**src/tcsc_pkg.sv**
```systemverilog
// Package for the timer status/control and 16-bit counter block.
// Assumes a single bus clock domain and an AXI4-Lite master on 32-bit data.
package tcsc_pkg;

    // Register byte addresses, one aligned word each
    localparam logic [7:0] TCSC_OFF_SC = 8'h00;
    localparam logic [7:0] TCSC_OFF_CNTH = 8'h04;
    localparam logic [7:0] TCSC_OFF_CNTL = 8'h08;
    localparam logic [7:0] TCSC_OFF_MOD = 8'h0C;

    // Status/control field positions
    localparam int TCSC_BIT_OVF = 7;
    localparam int TCSC_BIT_OVIE = 6;
    localparam int TCSC_BIT_CAS = 5;
    localparam int TCSC_BIT_CSHI = 4;
    localparam int TCSC_BIT_CSLO = 3;
    localparam int TCSC_PS_MSB = 2;
    localparam int TCSC_PS_LSB = 0;

    // Reset values and counter limits
    localparam logic [7:0] TCSC_SC_RST = 8'h00;
    localparam logic [15:0] TCSC_CNT_RST = 16'h0000;
    localparam logic [15:0] TCSC_MOD_RST = 16'h0000;
    localparam logic [15:0] TCSC_CNT_TOP = 16'hFFFF;
    localparam logic [15:0] TCSC_CNT_ZERO = 16'h0000;

    // AXI responses
    localparam logic [1:0] TCSC_RESP_OKAY = 2'b00;
    localparam logic [1:0] TCSC_RESP_SLVERR = 2'b10;

    // Clock select codes
    localparam logic [1:0] TCSC_CS_OFF = 2'b00;
    localparam logic [1:0] TCSC_CS_BUS = 2'b01;
    localparam logic [1:0] TCSC_CS_FIXED = 2'b10;
    localparam logic [1:0] TCSC_CS_EXT = 2'b11;

    typedef enum logic [1:0] {WR_IDLE = 2'b01, WR_RESP = 2'b10} tcsc_wr_t;
    typedef enum logic [1:0] {RD_IDLE = 2'b01, RD_DATA = 2'b10} tcsc_rd_t;
    typedef enum logic [2:0] {
        SEL_NONE, SEL_SC, SEL_CNTH, SEL_CNTL, SEL_MOD
    } tcsc_sel_t;

    typedef struct packed {
        logic awvalid;
        logic [7:0] awaddr;
        logic wvalid;
        logic [31:0] wdata;
        logic [3:0] wstrb;
        logic bready;
        logic arvalid;
        logic [7:0] araddr;
        logic rready;
    } tcsc_axi_req_t;

    typedef struct packed {
        logic awready;
        logic wready;
        logic bvalid;
        logic [1:0] bresp;
        logic arready;
        logic rvalid;
        logic [31:0] rdata;
        logic [1:0] rresp;
    } tcsc_axi_rsp_t;

    // View of the counter handed to the channels
    typedef struct packed {
        logic [15:0] count;
        logic count_down;
        logic center_aligned;
    } tcsc_timebase_t;

    typedef struct packed {
        logic ovf;
        logic ovie;
        logic cas;
        logic [1:0] clk_sel;
        logic [2:0] ps;
        logic armed;
        logic [15:0] count;
        logic down;
        logic [15:0] modulo;
        logic [6:0] pre;
        logic [1:0] fix_sync;
        logic fix_prev;
        logic [1:0] ext_sync;
        logic ext_prev;
        logic latched;
        logic latch_hi;
        logic [15:0] hold;
        tcsc_wr_t wr;
        logic aw_got;
        logic w_got;
        logic [7:0] awaddr;
        logic [31:0] wdata;
        logic [3:0] wstrb;
        logic [1:0] bresp;
        tcsc_rd_t rd;
        logic [31:0] rdata;
        logic [1:0] rresp;
    } tcsc_state_t;

endpackage

```
**src/tcsc_timer.sv**
```systemverilog
// Timer status/control, clock source selection, prescaler and 16-bit
// counter with coherent byte reads, behind an AXI4-Lite slave.
// Assumes fixed and external clock inputs are asynchronous levels and
// debug_active comes from logic on aclk.
//
// Notes on behaviour
// Up mode: overflow flag sets when counter wraps to zero after modulo.
// Center mode: flag sets on the step down after reaching modulo.
// Flag clears only by reading it set, then writing 0.
// Overflow between arming read and clearing write restarts the sequence.
// Writing 1 to the flag does nothing; reset clears it.
// Interrupt requested while flag and enable are both set.
// Center select 0 counts up; 1 counts up/down, channels center-aligned.
// Two-bit clock select: none, bus, fixed, external pin clock.
// Fixed and external clocks are synchronised to the bus clock.
// External clock supplier keeps it at most a quarter of bus clock.
// Software sets shared channel's edge/level bits to 0:0.
// Prescaler divides by two to the power of the three-bit field.
// Prescaler follows synchronisation and source selection.
// Reading a counter byte freezes both until the other is read.
// Latch released by reset, counter byte writes, status writes.
// Reset clears the counter and the status/control register.
// Any write to a counter byte resets the counter.
// Modulo 0x0000 or 0xFFFF gives free running over full range.
// Debug mode freezes counter and latch even when bytes are read.
// Interrupt request is a level following flag and enable.
//
// Design decisions made here: the AXI4-Lite register port and the address map.
`timescale 1ns/1ps
module tcsc_timer
    import tcsc_pkg::*;
(
    // Clock and reset
    input wire logic aclk,
    input wire logic aresetn,
    // Register bus
    input wire tcsc_axi_req_t axi_req,
    output tcsc_axi_rsp_t axi_rsp,
    // Clock source inputs
    input wire logic fixed_system_clock,
    input wire logic external_timer_clock,
    // Debug freeze
    input wire logic debug_active,
    // Channels and interrupt
    output tcsc_timebase_t timebase,
    output logic overflow_irq
);

    tcsc_state_t state_reg;
    tcsc_state_t state_next;

    function automatic tcsc_sel_t decode(input logic [7:0] addr);
        if (addr[7:2] == TCSC_OFF_SC[7:2]) begin
            return SEL_SC;
        end else if (addr[7:2] == TCSC_OFF_CNTH[7:2]) begin
            return SEL_CNTH;
        end else if (addr[7:2] == TCSC_OFF_CNTL[7:2]) begin
            return SEL_CNTL;
        end else if (addr[7:2] == TCSC_OFF_MOD[7:2]) begin
            return SEL_MOD;
        end else begin
            return SEL_NONE;
        end
    endfunction

    logic aw_hs;
    logic w_hs;
    logic ar_hs;
    logic do_write;
    tcsc_sel_t wsel;
    tcsc_sel_t rsel;
    logic [7:0] wa;
    logic [31:0] wd;
    logic [3:0] ws;
    logic src_tick;
    logic [6:0] ps_mask;
    logic step;
    logic ovf_event;
    logic [15:0] top;
    logic wr_cnt;
    logic wr_sc;
    logic [15:0] cnt_view;

    always_comb begin
        state_next = state_reg;
        aw_hs = axi_req.awvalid && state_reg.wr == WR_IDLE
            && !state_reg.aw_got;
        w_hs = axi_req.wvalid && state_reg.wr == WR_IDLE && !state_reg.w_got;
        ar_hs = axi_req.arvalid && state_reg.rd == RD_IDLE;
        wa = state_reg.aw_got ? state_reg.awaddr : axi_req.awaddr;
        wd = state_reg.w_got ? state_reg.wdata : axi_req.wdata;
        ws = state_reg.w_got ? state_reg.wstrb : axi_req.wstrb;
        do_write = (state_reg.aw_got || aw_hs) && (state_reg.w_got || w_hs);
        wsel = decode(wa);
        rsel = decode(axi_req.araddr);
        wr_cnt = do_write && (wsel == SEL_CNTH || wsel == SEL_CNTL);
        wr_sc = do_write && wsel == SEL_SC && ws[0];

        // Write channel: address and data may arrive in either order
        if (aw_hs && !do_write) begin
            state_next.aw_got = 1'b1;
            state_next.awaddr = axi_req.awaddr;
        end
        if (w_hs && !do_write) begin
            state_next.w_got = 1'b1;
            state_next.wdata = axi_req.wdata;
            state_next.wstrb = axi_req.wstrb;
        end
        if (do_write) begin
            state_next.aw_got = 1'b0;
            state_next.w_got = 1'b0;
            state_next.wr = WR_RESP;
            state_next.bresp = (wsel == SEL_NONE) ? TCSC_RESP_SLVERR
                : TCSC_RESP_OKAY;
        end
        if (state_reg.wr == WR_RESP && axi_req.bready) begin
            state_next.wr = WR_IDLE;
        end

        // Two-flop synchronisers; edge detect reads only the second stage
        state_next.fix_sync = {state_reg.fix_sync[0], fixed_system_clock};
        state_next.ext_sync = {state_reg.ext_sync[0], external_timer_clock};
        state_next.fix_prev = state_reg.fix_sync[1];
        state_next.ext_prev = state_reg.ext_sync[1];

        case (state_reg.clk_sel)
            TCSC_CS_BUS: src_tick = 1'b1;
            TCSC_CS_FIXED: src_tick = state_reg.fix_sync[1]
                && !state_reg.fix_prev;
            TCSC_CS_EXT: src_tick = state_reg.ext_sync[1]
                && !state_reg.ext_prev;
            default: src_tick = 1'b0;
        endcase

        // Prescaler after source selection; one step per 2**ps source ticks
        ps_mask = 7'((8'd1 << state_reg.ps) - 8'd1);
        step = src_tick && !debug_active
            && ((state_reg.pre & ps_mask) == ps_mask);
        if (src_tick && !debug_active) begin
            state_next.pre = state_reg.pre + 7'd1;
        end

        // Modulo of all zeros or all ones runs the full range
        top = (state_reg.modulo == TCSC_CNT_ZERO) ? TCSC_CNT_TOP
            : state_reg.modulo;
        ovf_event = 1'b0;
        if (step) begin
            if (!state_reg.cas) begin
                state_next.down = 1'b0;
                if (state_reg.count >= top) begin
                    state_next.count = TCSC_CNT_ZERO;
                    ovf_event = 1'b1;
                end else begin
                    state_next.count = state_reg.count + 16'd1;
                end
            end else if (state_reg.down) begin
                if (state_reg.count == TCSC_CNT_ZERO) begin
                    state_next.down = 1'b0;
                    state_next.count = 16'd1;
                end else begin
                    state_next.count = state_reg.count - 16'd1;
                end
            end else if (state_reg.count >= top) begin
                state_next.down = 1'b1;
                state_next.count = top - 16'd1;
                ovf_event = 1'b1;
            end else begin
                state_next.count = state_reg.count + 16'd1;
            end
        end

        // Counter byte writes clear the count whatever the data
        if (wr_cnt) begin
            state_next.count = TCSC_CNT_RST;
            state_next.down = 1'b0;
            state_next.pre = 7'd0;
            ovf_event = 1'b0;
        end

        if (do_write && wsel == SEL_MOD) begin
            if (ws[0]) begin
                state_next.modulo[7:0] = wd[7:0];
            end
            if (ws[1]) begin
                state_next.modulo[15:8] = wd[15:8];
            end
        end

        if (wr_sc) begin
            state_next.ovie = wd[TCSC_BIT_OVIE];
            state_next.cas = wd[TCSC_BIT_CAS];
            state_next.clk_sel = {wd[TCSC_BIT_CSHI], wd[TCSC_BIT_CSLO]};
            state_next.ps = wd[TCSC_PS_MSB:TCSC_PS_LSB];
            // Writing 1 leaves the flag alone
            if (state_reg.armed && !wd[TCSC_BIT_OVF]) begin
                state_next.ovf = 1'b0;
            end
            state_next.armed = 1'b0;
        end

        // Read channel and its side effects
        if (ar_hs) begin
            state_next.rd = RD_DATA;
            state_next.rresp = TCSC_RESP_OKAY;
            state_next.rdata = 32'h0000_0000;
            cnt_view = state_reg.latched ? state_reg.hold : state_reg.count;
            if (rsel == SEL_SC) begin
                state_next.rdata[7:0] = {state_reg.ovf, state_reg.ovie,
                    state_reg.cas, state_reg.clk_sel, state_reg.ps};
                if (state_reg.ovf) begin
                    state_next.armed = 1'b1;
                end
            end else if (rsel == SEL_CNTH || rsel == SEL_CNTL) begin
                state_next.rdata[7:0] = (rsel == SEL_CNTH) ? cnt_view[15:8]
                    : cnt_view[7:0];
                // Debug keeps the latch where it stood
                if (!debug_active) begin
                    if (!state_reg.latched) begin
                        state_next.latched = 1'b1;
                        state_next.hold = state_reg.count;
                        state_next.latch_hi = (rsel == SEL_CNTH);
                    end else if (state_reg.latch_hi != (rsel == SEL_CNTH)) begin
                        state_next.latched = 1'b0;
                    end
                end
            end else if (rsel == SEL_MOD) begin
                state_next.rdata[15:0] = state_reg.modulo;
            end else begin
                state_next.rresp = TCSC_RESP_SLVERR;
            end
        end else begin
            cnt_view = state_reg.count;
        end
        if (state_reg.rd == RD_DATA && axi_req.rready) begin
            state_next.rd = RD_IDLE;
        end

        // A counter byte write or a status/control write ends any pending byte pairing
        if (wr_cnt || wr_sc) begin
            state_next.latched = 1'b0;
        end

        // A new overflow wins over a clear and restarts the sequence
        if (ovf_event) begin
            state_next.ovf = 1'b1;
            state_next.armed = 1'b0;
        end
    end

    always_ff @(posedge aclk) begin
        if (!aresetn) begin
            state_reg <= '0;
            state_reg.wr <= WR_IDLE;
            state_reg.rd <= RD_IDLE;
        end else begin
            state_reg <= state_next;
        end
    end

    always_comb begin
        axi_rsp.awready = state_reg.wr == WR_IDLE && !state_reg.aw_got;
        axi_rsp.wready = state_reg.wr == WR_IDLE && !state_reg.w_got;
        axi_rsp.bvalid = state_reg.wr == WR_RESP;
        axi_rsp.bresp = state_reg.bresp;
        axi_rsp.arready = state_reg.rd == RD_IDLE;
        axi_rsp.rvalid = state_reg.rd == RD_DATA;
        axi_rsp.rdata = state_reg.rdata;
        axi_rsp.rresp = state_reg.rresp;
        timebase.count = state_reg.count;
        timebase.count_down = state_reg.down;
        timebase.center_aligned = state_reg.cas;
    end

    // Gate of two flops, so it drops the cycle either bit clears
    assign overflow_irq = state_reg.ovf && state_reg.ovie;
endmodule

```
**config.mk**
```make
export PLATFORM = sky130hd
export DESIGN_NAME = tcsc_timer
export DESIGN_NICKNAME = d
export VERILOG_FILES = /design/src/tcsc_pkg.sv /design/src/tcsc_timer.sv
export SDC_FILE = /design/constraint.sdc
export NUM_CORES = 1
export LEC_CHECK = 0
export ABC_AREA = 1
export BUFFER_PORTS_ARGS = -buffer_cell sky130_fd_sc_hd__buf_2
export CORE_MARGIN = 2
export CORE_UTILIZATION = 57
export DETAILED_ROUTE_END_ITERATION = 10
export PLACE_DENSITY = 0.8
export SYNTH_ARGS = -nofsm -noshare
export SYNTH_HDL_FRONTEND = slang
export SYNTH_SLANG_ARGS = --single-unit
```
**constraint.sdc**
```tcl
create_clock -name aclk -period 4.6 [get_ports aclk]
set_input_delay 0.92 -clock aclk [delete_from_list [all_inputs] [get_ports aclk]]
set_output_delay 0.92 -clock aclk [all_outputs]
set_load 0.02 [all_outputs]
```
==> results of run 1 <==
==> cell usage in the layout, fill, tap and decap left out, types with 2 or more instances in the layout <==
cell type	count
a211oi_1	2
a21oi_1	100
a21oi_2	2
a32oi_1	2
buf_2	81
buf_4	10
bufinv_16	4
clkbuf_16	17
clkinv_1	2
clkinv_4	4
clkinvlp_4	2
conb_1	18
dfxtp_1	121
ha_1	20
inv_1	116
inv_2	4
inv_6	2
nand2_1	258
nand2_2	3
nand3_1	51
nand3_2	3
nand4_1	28
nor2_1	132
nor2_2	7
nor3_1	13
nor3_2	3
nor4_1	3
nor4_4	2
o211ai_1	20
o21ai_0	106
o21ai_1	9
o21ai_2	2
or2_2	5
xor2_1	21
==> per-layer routing <==
metal / global-route usage / vias to the layer above / wire length [um]
met4: 0.122 / 0 / 577
met3: 0.0623 / 48 / 1260
met2: 0.462 / 270 / 9290
met1: 0.369 / 3464 / 8770
li1: - / 3737 / -
met5: 0 / - / 0
==> cells in the mapped netlist (all sizes together) (5+ instances only) <==
master    n  area [sq um]
or2       5          31.3
nand3    55           303
inv     120           450
nand4    28           175
ha       20           250
o21ai   117           593
a21oi   102           518
nand2   262           998
nor4      6          73.8
o211ai   20           150
clkbuf   30           114
nor2    140           551
buf      78           549
nor3     17           111
dfxtp   121          2420
xor2     21           184
==> power groups by stage <==
| stage | logic, uW | registers, uW | clock network [uW] |
|---|---|---|---|
| 2_1_floorplan | 414 | 1170 | 0 |
| 3_3_place_gp | 508 | 1180 | 0 |
| 3_5_place_dp | 519 | 1180 | 0 |
| 4_1_cts | 523 | 1160 | 1440 |
| 5_1_grt | 601 | 1160 | 1490 |
| 6_report | 526 | 1160 | 1430 |
==> how the worst min path moves through the flow <==
| stage | endpoint | slack (ps) | cells past startpoint |
|---|---|---|---|
| floorplan | state_next[104]$_SDFF_PN0_ | 390 | 2 |
| global placement | state_next[107]$_SDFF_PN0_ | 400 | 2 |
| detailed placement | state_next[104]$_SDFF_PN0_ | 410 | 2 |
| CTS | state_next[104]$_SDFF_PN0_ | 420 | 2 |
| global route | state_reg[104]$_SDFF_PN0_ | 420 | 2 |
| finish | state_next[104]$_SDFF_PN0_ | 410 | 2 |
==> cells by family after synthesis <==
logic type,count (synthesis),synth area share
flops,121,0.319
buf+inv,230,0.148
other cells,1,0.000494
xor+xnor,21,0.0243
compound gates,247,0.175
fa+ha+maj,20,0.0330
simple gates,517,0.300
==> worst register-to-register path, stage by stage (launching register included) <==
cell     delay, ps
dfxtp_1        360
nor2_2         150
nand2_1         70
nor2_1         130
nand2_2        270
inv_1          290
nor2_1         100
ha_1           300
nand2_1         80
nor4_1         540
nand2_4        230
nand2_2        390
nand4_1        270
nand2_1        140
nor2_1          50
==> metrics by stage <==
stage               std cells   util  area, sq um
floorplan                1174      -         7650
global placement         1333  0.585         7680
detailed placement       1333  0.585         7680
CTS                      1365  0.633         8320
global route             1365  0.633         8320
finish                   1365  0.633         8320
==> cell type report <==
class | instances | area [sq um]
inverters | 122 | 458
clock buffers | 19 | 443
well taps | 176 | 220
fillers | 1216 | 4820
multi-input cells | 823 | 4100
flip-flops and latches | 121 | 2420
repair buffers | 91 | 480
clock inverters | 13 | 193
==> flow_metrics.env, run 1 <==
export IMPL_netlist_area_sq_mm=0.00758
export IMPL_cts_resized=0
export IMPL_ant_nets=0
export IMPL_cp_startpoint="state_reg[117]$_SDFFE_PN0P_"
export IMPL_cts_buffers=17
export IMPL_gp_congestion=0.942
export IMPL_chipHeight_um=119
export IMPL_die_area_sq_mm=0.0142
export IMPL_cp_end_kind="flop"
export IMPL_clock_fmax_ghz=0.288
export IMPL_run_status="finished clean"
export IMPL_p_switching_uw=914
export IMPL_min_from="state_next[106]$_SDFF_PN0_"
export IMPL_boundaryPins=122
export IMPL_p_int_uw=2200
export IMPL_synth_flop_cell="dfxtp_1"
export IMPL_setup_violations=0
export IMPL_p_seq_frac=0.372
export IMPL_cp_num_buf_inv=1
export IMPL_wl_mm=19.9
export IMPL_layout_nets=1258
export IMPL_yosysWarnings=0
export IMPL_finalCritPeriodShare=0.754
export IMPL_timing_rr_end="state_reg[150]$_SDFF_PP0_"
export IMPL_r2r_slack_ps=1130
export IMPL_hp_class="flop to flop"
export IMPL_yosysUniqueCellTypes=46
export IMPL_cts_setup_buffers=0
export IMPL_htreeDepth=4
export IMPL_clkLatencyLatePin_ps=430
export IMPL_r2r_cells=14
export IMPL_cp_cell_sequence="nor2_2, nand2_1, nor2_1, nand2_2, inv_1, nor2_1, ha_1, nand2_1, nor4_1, nand2_4, nand2_2, nand4_1, nand2_1, nor2_1"
export IMPL_endpoint="state_reg[150]$_SDFF_PP0_"
export IMPL_whs_ps=415
export IMPL_clock_root_buffer="clkbuf_16"
export IMPL_post_route_drc_count=0
export IMPL_drt_iter0_markers=650
export IMPL_slowest_stage="nor4_1"
export IMPL_cts_buffer_depth=2
export IMPL_postCtsHoldBufs=0
export IMPL_syn_avg_cell_area_sq_um=6.55
export IMPL_avgViaCountPerCell=5.51
export IMPL_place_ws_ps=1170
export IMPL_irDropWorstVdd_mv=0.406
export IMPL_cts_tree="yes"
export IMPL_grt_setup_unrepaired="false"
export IMPL_relSlewSlack=0.283
export IMPL_area_growth_pct=9.72
export IMPL_fin_ws_ps=1130
export IMPL_fin_worst_skew_ps=11.9
export IMPL_clock_sinks=121
export IMPL_rows=42
export IMPL_grt_max_degree=74
export IMPL_yosys_register_bits=121
export IMPL_firstDrtPassIters=6
export IMPL_combinationalPowerShare=0.169
export IMPL_slew_violations=0
export IMPL_synth_cells=1157
export IMPL_diodes=0
export IMPL_vias=7519
export IMPL_core_sq_mm=0.0131
export IMPL_worst_pin_slew_ps=1070
export IMPL_yosysSeqAreaShare=0.319
export IMPL_synth_edf_count=0
export IMPL_timing_rr_start="state_reg[117]$_SDFFE_PN0P_"
export IMPL_cap_violations=0
export IMPL_fin_setup_tns_ps=0
export IMPL_p_leak_uw=0.00401
export IMPL_layout_drive_gt1_share=0.134
export IMPL_wire_per_inst_um=14.6
export IMPL_start_util=0.577
export IMPL_antenna_found_initial=0
export IMPL_p_total_uw=3110
export IMPL_cp_max_fo=23
export IMPL_overflow=0
export IMPL_power_frac_clock=0.459
export IMPL_cpLargestDelayFamily="simple AND/OR/NAND/NOR gates"
export IMPL_power_density_mw_per_mm2=374
export IMPL_final_hold_viol_count=0
export IMPL_arrival_ps=3780
export IMPL_worstSetupPathType="flop to flop"
export IMPL_grt_pass1_wl_mm=32.7
export IMPL_critical_path_required_ps=4910
export IMPL_start_kind="flop"
export IMPL_die_w_um=119
export IMPL_min_period_ps=3470
export IMPL_io_buffers=81
export IMPL_largest_reg_flops=81
export IMPL_slowest_delay_ps=540
export IMPL_cp_depth=14
export IMPL_hpwl_mm=14.2
export IMPL_grt_util_all_layers=0.286
export IMPL_async_flop_share=0
export IMPL_switching_share=0.294
export IMPL_first_global_vias=6814
export IMPL_path_clk_slew_ps=50
Note: power is estimated with default switching activity, not from simulation.
==> inputs of run 2 (changes only) <==
- clock period: 4.6 -> 3.5 ns (I/O delays scaled with it)
==> run 2 against run 1 <==
Cell count rose by 0.44%. Combinational power is 34% higher. Clock-buffer cell count up 1. Critical path depth is the same. Clock power is 20% higher. Non-clock buffer count rose by 7. Sequential share of layout area unchanged. Largest cell class unchanged.
==> flow_metrics.env, run 2 (synthesis gave the netlist of run 1 again) <==
export IMPL_run_status="finished clean"
export IMPL_timing_rr_start="state_reg[129]$_SDFFE_PN0P_"
export IMPL_io_buffers=81
export IMPL_core_sq_mm=0.0131
export IMPL_clock_sinks=121
export IMPL_layout_drive_gt1_share=0.138
export IMPL_instances_no_fill=1371
export IMPL_final_util=0.633
export IMPL_vias=7594
export IMPL_clkLatencyLatePin_ps=430
export IMPL_cap_violations=0
export IMPL_power_density_mw_per_mm2=474
export IMPL_cts_resized=0
export IMPL_antenna_found_initial=0
export IMPL_design_area_sq_mm=0.00832
export IMPL_combinationalPowerShare=0.179
export IMPL_firstDrtPassIters=5
export IMPL_diodes=0
export IMPL_mostFrequentLayoutCells="nand2_1, nor2_1, dfxtp_1"
export IMPL_chipHeight_um=119
export IMPL_p_leak_uw=0.00402
export IMPL_power_frac_clock=0.436
export IMPL_rows=42
export IMPL_cts_buffers=17
export IMPL_wl_mm=20.3
export IMPL_multi_input_area_sq_mm=0.00411
export IMPL_cts_setup_buffers=0
export IMPL_worstSetupPathType="flop to flop"
export IMPL_irDropWorstVdd_mv=0.392
export IMPL_grt_setup_unrepaired="false"
export IMPL_first_global_vias=6869
export IMPL_relSlewSlack=0.318
export IMPL_postCtsHoldBufs=0
export IMPL_die_area_sq_mm=0.0142
export IMPL_worst_pin_slew_ps=1020
export IMPL_finalCritPeriodShare=0.880
export IMPL_path_clk_slew_ps=50
export IMPL_p_seq_frac=0.386
export IMPL_slew_violations=0
export IMPL_overflow=0
export IMPL_cp_end_kind="flop"
export IMPL_area_sequential_sq_mm=0.00242
export IMPL_p_switching_uw=1180
export IMPL_fillCellCount=1256
export IMPL_final_common_cell="nand2_1"
export IMPL_arrival_ps=3390
export IMPL_clock_fmax_ghz=0.325
export IMPL_htreeDepth=4
export IMPL_switching_share=0.300
export IMPL_post_route_drc_count=0
export IMPL_r2r_slack_ps=420
export IMPL_place_ws_ps=330
export IMPL_gp_congestion=1.00
export IMPL_fin_ws_ps=422
export IMPL_cts_tree="yes"
export IMPL_fin_setup_tns_ps=0
export IMPL_fin_worst_skew_ps=9.98
export IMPL_clock_root_buffer="clkbuf_16"
export IMPL_grt_pass1_wl_mm=33.1
export IMPL_ant_nets=0
export IMPL_critical_path_required_ps=3810
export IMPL_hp_class="flop to flop"
export IMPL_dp_cells=1340
export IMPL_hpwl_mm=14.4
export IMPL_timing_rr_end="state_reg[150]$_SDFF_PP0_"
export IMPL_p_int_uw=2760
export IMPL_grt_util_all_layers=0.292
export IMPL_drt_iter0_markers=683
export IMPL_wire_per_inst_um=14.8
export IMPL_largest_reg_flops=81
export IMPL_area_growth_pct=9.72
export IMPL_layout_nets=1265
export IMPL_cp_startpoint="state_reg[129]$_SDFFE_PN0P_"
export IMPL_r2r_cells=14
export IMPL_cp_max_fo=20
export IMPL_final_hold_viol_count=0
export IMPL_boundaryPins=122
export IMPL_avgViaCountPerCell=5.54
export IMPL_min_period_ps=3080
export IMPL_endpoint="state_reg[150]$_SDFF_PP0_"
export IMPL_setup_violations=0
export IMPL_cts_buffer_depth=2
export IMPL_dpl_instance_area_sq_mm=0.00774
export IMPL_grt_max_degree=73
export IMPL_die_w_um=119
export IMPL_start_util=0.577
export IMPL_start_kind="flop"
==> run 2: worst min-delay path by stage <==
stage                               start                          to  slack, ps  cells past startpoint
2_1_floorplan  state_next[106]$_SDFF_PN0_  state_next[104]$_SDFF_PN0_        390                      2
3_3_place_gp   state_next[109]$_SDFF_PN0_  state_next[107]$_SDFF_PN0_        400                      2
3_5_place_dp   state_next[109]$_SDFF_PN0_  state_next[107]$_SDFF_PN0_        400                      2
4_1_cts        state_next[109]$_SDFF_PN0_  state_next[107]$_SDFF_PN0_        410                      2
5_1_grt        state_next[106]$_SDFF_PN0_  state_next[104]$_SDFF_PN0_        440                      2
6_report       state_next[106]$_SDFF_PN0_  state_next[104]$_SDFF_PN0_        410                      2
==> run 2: area by class of cell <==
class | instances | share of cell area
clock inverter | 11 | 0.0146
sequential | 121 | 0.291
inverter | 122 | 0.0550
clock buffer | 20 | 0.0549
tap | 176 | 0.0265
timing repair buffer | 98 | 0.0641
multi-input combinational | 823 | 0.494
==> run 2: through the flow <==
| stage | total power, uW | hold WS [ps] |
|---|---|---|
| floorplan | 2080 | 390 |
| global placement | 2220 | 397 |
| detailed placement | 2240 | 401 |
| CTS | 3960 | 414 |
| global route | 4130 | 436 |
| finish | 3950 | 412 |
==> run 2: power by group through the flow <==
stage	Combinational [uW]	Sequential [uW]	Clock, uW
4_1_cts	699	1520	1740
3_3_place_gp	680	1540	0
3_5_place_dp	693	1550	0
6_report	706	1520	1720
5_1_grt	798	1530	1800
2_1_floorplan	544	1530	0
==> run 2: routing by layer <==
layer | vias up | track usage | wire length, um
li1 | 3755 | - | -
met1 | 3467 | 0.367 | 8490
met2 | 305 | 0.471 | 9550
met3 | 67 | 0.0675 | 1450
met4 | 0 | 0.144 | 812
met5 | - | 0 | 0
==> run 2: worst max-delay path, cell delays in order, from the launching register on <==
cell and delay, ps:
dfxtp_1 360, nor2_1 150, nand2_1 80, nor2_1 110, nand2_2 140, inv_1 210, nor2_1 90, ha_1 300
nand2_1 80, nor4_1 540, nand2_4 240, nand2_4 270, nand4_1 220, nand2_1 120, nor2_1 40
